### src/design/sar_seq_consts.vh
// constants for the successive-approximation conversion sequencer
`ifndef SAR_SEQ_CONSTS_VH
`define SAR_SEQ_CONSTS_VH
`define SAR_BITS 16
`define SAR_MSB 15
`define SAR_MIDSCALE_SB 16'h8000
`define SAR_MAX_SB 16'hFFFF
`define SAR_MAX_TC 16'h7FFF
`define SAR_MIN_SB 16'h0000
`define SAR_MIN_TC 16'h8000
`define SAR_CLK_HZ 40000000
`define SAR_RATE_SPS 1330000
`define SAR_CYCLE_CLKS (`SAR_CLK_HZ / `SAR_RATE_SPS)
`define SAR_ACQ_CLKS 8'h08
`define SAR_GND_OPEN_CLKS 1
`define SAR_FIFO_DEPTH 8
`define SAR_FIFO_AW 3
`endif

### src/design/sar_code_fifo.v
// small synchronous fifo holding finished conversion codes
`timescale 1ns/10ps
`default_nettype none
module sar_code_fifo #(
  parameter WIDTH = 16,
  parameter DEPTH = 8,
  parameter AW = 3
) (
  input wire mclk,
  input wire reset,
  input wire in_valid,
  output wire in_ready,
  input wire [WIDTH-1:0] in_data,
  output wire out_valid,
  input wire out_ready,
  output wire [WIDTH-1:0] out_data
);
  reg [WIDTH-1:0] mem [0:DEPTH-1];
  reg [AW-1:0] wr_ptr_ff;
  reg [AW-1:0] rd_ptr_ff;
  reg [AW:0] count_ff;
  wire push;
  wire pop;
  assign in_ready = (count_ff != DEPTH[AW:0]);
  assign out_valid = (count_ff != {(AW+1){1'b0}});
  assign push = in_valid && in_ready;
  assign pop = out_valid && out_ready;
  assign out_data = mem[rd_ptr_ff];
  always @(posedge mclk) begin
    if (push) begin
      mem[wr_ptr_ff] <= in_data;
    end
  end
  always @(posedge mclk) begin
    if (reset) begin
      wr_ptr_ff <= {AW{1'b0}};
      rd_ptr_ff <= {AW{1'b0}};
      count_ff <= {(AW+1){1'b0}};
    end else begin
      if (push) begin
        wr_ptr_ff <= wr_ptr_ff + 1'b1;
      end
      if (pop) begin
        rd_ptr_ff <= rd_ptr_ff + 1'b1;
      end
      if (push && !pop) begin
        count_ff <= count_ff + 1'b1;
      end else if (pop && !push) begin
        count_ff <= count_ff - 1'b1;
      end
    end
  end
endmodule
`default_nettype wire

### src/design/sar_conversion_sequencer.v
// control sequencer of a 16-bit differential charge-redistribution converter
`timescale 1ns/10ps
`default_nettype none
`include "sar_seq_consts.vh"
// Function
// - acquisition: comparator nodes to analog ground, all element switches to inputs
// - convert only after acquisition ends and conversion_start_n is low
// - open ground switches first, then move arrays from inputs to reference ground
// - sixteen binary-weighted trials, msb first, keep or clear per comparator
// - after last decision form the code, then drop busy
// - each presented code is the oldest unread one in the 8-entry code fifo
// - output_coding_select picks straight binary or two's complement (top bit inverted)
// - over-range saturates to maximum code of the chosen coding
// - under-range saturates to minimum code of the chosen coding, unless over-range is also set, which gives the maximum code
// - after each conversion the analogue circuits go to low power
// - full cycle fits 1.33 million conversions per second
// - a falling edge on conversion_start_n starts a conversion only if acquisition has ended and the fifo has room, else it is dropped
// - a running conversion ignores further starts and power_down_input
module sar_conversion_sequencer (
  input wire mclk,
  input wire reset,
  input wire conversion_start_n,
  input wire output_coding_select,
  input wire power_down_input,
  input wire comparator_high,
  input wire over_range,
  input wire under_range,
  output reg busy,
  output reg positive_array_ground_switch,
  output reg negative_array_ground_switch,
  output reg arrays_to_inputs,
  output reg arrays_to_reference_ground,
  output reg [15:0] element_to_reference,
  output reg analog_powered,
  output wire code_valid,
  input wire code_ready,
  output wire [15:0] code_data,
  output wire start_overrun
);
  localparam [2:0] ST_ACQ = 3'h0;
  localparam [2:0] ST_OPEN_GND = 3'h1;
  localparam [2:0] ST_HOLD = 3'h2;
  localparam [2:0] ST_TRIAL = 3'h3;
  localparam [2:0] ST_CODE = 3'h5;
  localparam [2:0] ST_DONE = 3'h6;
  localparam [7:0] acq_clks = `SAR_ACQ_CLKS;
  reg [2:0] state_ff;
  reg [2:0] nxt_state;
  reg start_d_ff;
  reg [7:0] acq_cnt_ff;
  reg [7:0] nxt_acq_cnt;
  reg [3:0] bit_ff;
  reg [3:0] nxt_bit;
  reg [15:0] sar_ff;
  reg [15:0] nxt_sar;
  reg ovr_ff;
  reg nxt_ovr;
  reg udr_ff;
  reg nxt_udr;
  reg [15:0] code_ff;
  reg [15:0] nxt_code;
  reg push_ff;
  reg nxt_push;
  reg overrun_ff;
  wire start_fall;
  wire acq_done;
  wire fifo_ready;
  wire [15:0] one_hot;
  assign start_fall = start_d_ff && !conversion_start_n;
  assign acq_done = (acq_cnt_ff == acq_clks);
  assign start_overrun = overrun_ff;
  assign one_hot = 16'h0001 << bit_ff;
  always @(posedge mclk) begin
    if (reset) begin
      start_d_ff <= 1'b1;
    end else begin
      start_d_ff <= conversion_start_n;
    end
  end
  always @* begin
    nxt_state = state_ff;
    nxt_acq_cnt = acq_cnt_ff;
    nxt_bit = bit_ff;
    nxt_sar = sar_ff;
    nxt_ovr = ovr_ff;
    nxt_udr = udr_ff;
    nxt_code = code_ff;
    nxt_push = 1'b0;
    case (state_ff)
      ST_ACQ: begin
        if (!acq_done) begin
          nxt_acq_cnt = acq_cnt_ff + 8'h01;
        end
        if (start_fall && acq_done && fifo_ready) begin
          nxt_state = ST_OPEN_GND;
        end
      end
      ST_OPEN_GND: begin
        nxt_state = ST_HOLD;
      end
      ST_HOLD: begin
        nxt_ovr = over_range;
        nxt_udr = under_range;
        nxt_bit = 4'hF;
        nxt_sar = 16'h0000;
        nxt_state = ST_TRIAL;
      end
      ST_TRIAL: begin
        if (comparator_high) begin
          nxt_sar = sar_ff | one_hot;
        end
        if (bit_ff == 4'h0) begin
          nxt_state = ST_CODE;
        end else begin
          nxt_bit = bit_ff - 4'h1;
        end
      end
      ST_CODE: begin
        if (ovr_ff) begin
          nxt_code = output_coding_select ? `SAR_MAX_TC : `SAR_MAX_SB;
        end else if (udr_ff) begin
          nxt_code = output_coding_select ? `SAR_MIN_TC : `SAR_MIN_SB;
        end else begin
          nxt_code = {sar_ff[`SAR_MSB] ^ output_coding_select, sar_ff[14:0]};
        end
        nxt_push = 1'b1;
        nxt_state = ST_DONE;
      end
      ST_DONE: begin
        nxt_acq_cnt = 8'h00;
        nxt_state = ST_ACQ;
      end
      default: begin
        nxt_state = ST_ACQ;
      end
    endcase
  end
  always @(posedge mclk) begin
    if (reset) begin
      state_ff <= ST_ACQ;
      acq_cnt_ff <= 8'h00;
      bit_ff <= 4'h0;
      sar_ff <= 16'h0000;
      ovr_ff <= 1'b0;
      udr_ff <= 1'b0;
      code_ff <= 16'h0000;
      push_ff <= 1'b0;
      overrun_ff <= 1'b0;
    end else begin
      state_ff <= nxt_state;
      acq_cnt_ff <= nxt_acq_cnt;
      bit_ff <= nxt_bit;
      sar_ff <= nxt_sar;
      ovr_ff <= nxt_ovr;
      udr_ff <= nxt_udr;
      code_ff <= nxt_code;
      push_ff <= nxt_push;
      overrun_ff <= start_fall && (state_ff != ST_ACQ);
    end
  end
  always @* begin
    busy = (state_ff != ST_ACQ);
    positive_array_ground_switch = (state_ff == ST_ACQ);
    negative_array_ground_switch = (state_ff == ST_ACQ);
    arrays_to_inputs = (state_ff == ST_ACQ) || (state_ff == ST_OPEN_GND);
    arrays_to_reference_ground = !arrays_to_inputs;
    element_to_reference = 16'h0000;
    if (state_ff == ST_TRIAL) begin
      element_to_reference = sar_ff | one_hot;
    end
    analog_powered = (state_ff != ST_ACQ) && (state_ff != ST_DONE);
    if (state_ff == ST_ACQ && power_down_input) begin
      analog_powered = 1'b0;
    end
  end
  // one trial per clock: 20 busy clocks, 8 acquisition clocks and the start edge fit 30 clocks
  sar_code_fifo #(
    .WIDTH(`SAR_BITS),
    .DEPTH(`SAR_FIFO_DEPTH),
    .AW(`SAR_FIFO_AW)
  ) u_fifo (
    .mclk(mclk),
    .reset(reset),
    .in_valid(push_ff),
    .in_ready(fifo_ready),
    .in_data(code_ff),
    .out_valid(code_valid),
    .out_ready(code_ready),
    .out_data(code_data)
  );
endmodule
`default_nettype wire

### config.mk
export PLATFORM = sky130hd
export DESIGN_NAME = sar_conversion_sequencer
export DESIGN_NICKNAME = d
export VERILOG_FILES = /design/src/design/sar_code_fifo.v /design/src/design/sar_conversion_sequencer.v
export VERILOG_INCLUDE_DIRS = /design/src /design/src/design
export SDC_FILE = /design/constraint.sdc
export NUM_CORES = 1
export LEC_CHECK = 0
export BUFFER_PORTS_ARGS = -buffer_cell sky130_fd_sc_hd__buf_2
export CAP_MARGIN = 20
export CORE_ASPECT_RATIO = 0.9
export CORE_MARGIN = 3
export CORE_UTILIZATION = 60
export CTS_BUF_LIST = sky130_fd_sc_hd__clkbuf_4 sky130_fd_sc_hd__clkbuf_8
export DETAILED_ROUTE_END_ITERATION = 6
export PLACE_DENSITY = 0.86
export REMOVE_ABC_BUFFERS = 1
export SYNTH_ARGS = -nofsm -noshare
export SYNTH_HDL_FRONTEND = slang
export SYNTH_SLANG_ARGS = --single-unit
export TNS_END_PERCENT = 20
### constraint.sdc
create_clock -name mclk -period 6.13 [get_ports mclk]
set_input_delay 0.3065 -clock mclk [delete_from_list [all_inputs] [get_ports mclk]]
set_output_delay 0.3065 -clock mclk [all_outputs]
set_load 0.005 [all_outputs]
==> impl_metrics.toml <==
[outcome]
status = "finished clean"

[logic_synthesis]
syn_area_mm2 = 0.00775
synth_cell_types = 45
synth_top_cell_by_area = "edfxtp_1"
synth_flop_cell = "edfxtp_1"
yosysWarnings = 0
avgSynthCellArea_um2 = 14.3
async_flop_share = 0
synth-seq-area-share = 0.664
synth_most_common_cell = "edfxtp_1"
synth.area.top_cells = "edfxtp_1 50%, dfxtp_1 17%, mux4_2 9.3%"
synth_edf_count = 128
synth-seq-cells = 193
syn_inst = 542
synth_commonest_cells = "128 x edfxtp_1, 76 x nor2_1, 65 x dfxtp_1"
yosysTopAreaCellShare = 0.496

[route]
route.detailed.wl_per_inst_um = 19.0
ant_nets = 0
first_pass_iters = 6
vias_per_cell = 5.98
wirelength_mm = 14.2
via_count = 4479
post-route-drc-count = 0
drt_iter0_drc = 391

[sta]
max_slew_margin = 0.287
rsz0062_at_grt = "no"
min_period_ps = 3240
clock.fmax_ghz = 0.308
tightest_slew_ps = 1070
fin_crit_sh = 0.529
finalSetupTns_ps = 0
hold_viol_final = 0
drv_slew = 0
finalClockSkew_ps = 15.8
finalSetupViolations = 0
layout_setup_ws_ps = 2890

[power_and_ir_drop]
pwr-share-comb = 0.132
p_per_area_mw_per_mm2 = 292
power.leakage_nw = 2.81
p_sw_mw = 0.574
p_int_mw = 1.90
p_seq_frac = 0.574
peakVddDrop_mv = 0.186
finalPower_mw = 2.47
clock_power_share = 0.293
swShare = 0.232

[placement]
place.gp.congestion = 0.921
dpl_cell_area_mm2 = 0.00809
pre_cts_ws_ps = 2950
dp_hpwl_mm = 9.08
portBuffers = 47

[layout]
stdcell_area_mm2 = 0.00845
finalNetCount = 598
drive_gt1_frac = 0.251
n_antenna_cell = 0
syn_to_final_growth_pct = 9.04

[clock_network]
postCtsSetupBuffers = 0
clkSlewWorstSetupHoldPaths_ps = 90
numCtsBuffers = 17
worstSkewPairLatency_ps = 470
cts-hold-fix-buffers = 0
cts_sinks = 193
h-tree-depth = 4
cts_tree = "built"
cts.path.max_buffers = 2
root_buffer = "clkbuf_8"
post_cts_resized = 0

[global_route]
antenna_found_initial = 0
grt_max_degree = 40
track_usage = 0.214
first_global_vias = 4380
grt-ovfl-total = 0
grt_pass1_wl_mm = 23.2

[worst_setup_path]
r2r-end = "u_fifo.count_ff[3]"
r2r_cells = 10
critPathLaunchType = "flip-flop"
required_ps = 6500
cp-startpoint = "u_fifo.count_ff[0]"
worst-endpoint-arrival_ps = 3610
worstSetupPathType = "flip-flop to flip-flop"
end_kind = "flip-flop"
rrSetupSlack_ps = 2890
worstReg2RegStart = "u_fifo.count_ff[0]"
crit_fanout = 7
crit_path_end = "u_fifo.count_ff[3]"

[die]
die_w_um = 126
die_h_um = 114
initial_core_util = 0.629
ios = 49
rows = 38
core_area_mm2 = 0.0123
die_area_mm2 = 0.0143

[job]
maxCapViolCount = 0

[worst_hold_path]
min_path_type = "primary input to flip-flop"
through the flow:
step | utilization | hold WS (ps) | std cells
finish | 0.686 | 74.4 | 749
CTS | 0.686 | 60.6 | 749
global placement | 0.657 | 466 | 717
detailed placement | 0.657 | 483 | 717
floorplan | - | 376 | 508
global route | 0.686 | 88.6 | 749
worst min path at each step:
stage	cells after the start	start	end
after global placement	2	u_fifo.rd_ptr_ff[1]	flip-flop
after floorplan	1	reset	code_ff[15]
final	3	conversion_start_n	start_d_ff
after detailed placement	2	u_fifo.rd_ptr_ff[1]	flip-flop
after CTS	3	conversion_start_n	start_d_ff
after global routing	3	conversion_start_n	start_d_ff
layer usage:
metal / GRT usage / up-vias / routed length (µm)
met2: 0.359 / 168 / 7110
met4: 0.0829 / 0 / 305
li1: - / 2113 / -
met1: 0.272 / 2172 / 5970
met3: 0.0524 / 26 / 828
met5: 0 / - / 0
cell type report:
class                      instances  area [µm²]
tap                              160         200
inverter                          12        57.6
multi-input combinational        303        2440
clock inverter                     9        57.6
timing repair buffer              49         250
clock buffer                      23         298
fill                             815        3870
sequential                       193        5150
layout by cell type (no fill, tap or decap), types with 2 or more instances in the layout:
| cell type | count |
|---|---|
| a211oi_1 | 20 |
| inv_1 | 11 |
| nor3_4 | 4 |
| nor3_1 | 7 |
| dfxtp_1 | 63 |
| nand4_1 | 3 |
| or3_1 | 5 |
| nor2_1 | 73 |
| nor2_2 | 4 |
| edfxtp_1 | 128 |
| clkbuf_8 | 20 |
| mux4_2 | 32 |
| buf_4 | 2 |
| nor2b_1 | 6 |
| clkinv_2 | 4 |
| mux2i_1 | 2 |
| and3_1 | 3 |
| nor3b_1 | 3 |
| nand2b_1 | 4 |
| xnor2_1 | 4 |
| a21oi_1 | 48 |
| nand3_1 | 8 |
| o21ai_0 | 3 |
| a311oi_1 | 2 |
| mux2_2 | 17 |
| clkbuf_4 | 3 |
| a31oi_1 | 11 |
| dfxtp_2 | 2 |
| ha_1 | 12 |
| clkinv_4 | 2 |
| buf_2 | 47 |
| xor2_1 | 7 |
| a21oi_2 | 2 |
| nand2_1 | 11 |
worst max-delay path, cell delays in order, from the launching register on:
cell	delay (ps)
dfxtp_1	380
or4b_2	790
nand2_1	400
inv_1	90
ha_1	210
inv_1	140
ha_1	290
a21oi_1	210
a211oi_1	100
a31oi_1	190
mux2_2	350
logic make-up (layout without fill, tap and decap cells):
kind of cell,count (synthesis),after routing,synth area share
DFF,193,193,0.664
and+or+nand+nor,140,140,0.0843
AOI/OAI and AO/OA,88,88,0.0680
muxes,51,51,0.120
buffers and inverters,46,93,0.0289
adders and majority gates,13,13,0.0220
xor gates and xnor gates,11,11,0.0124
flip-flops by register name, summed over array words and instances (netlist names), named ones only:
register          count
u_fifo.mem          128
code_ff              16
sar_ff               16
acq_cnt_ff            8
bit_ff                4
u_fifo.count_ff       4
state_ff              3
u_fifo.rd_ptr_ff      3
u_fifo.wr_ptr_ff      3
ovr_ff                1
push_ff               1
start_d_ff            1
start_overrun         1
udr_ff                1
power by group through the flow:
stage	clock [mW]	sequential, mW	combinational, mW
after global placement	0	1.45	0.319
after CTS	0.735	1.42	0.334
final	0.725	1.42	0.327
after detailed placement	0	1.45	0.331
after global routing	0.792	1.42	0.364
after floorplan	0	1.47	0.217
Note: power is estimated with default switching activity, not from simulation.
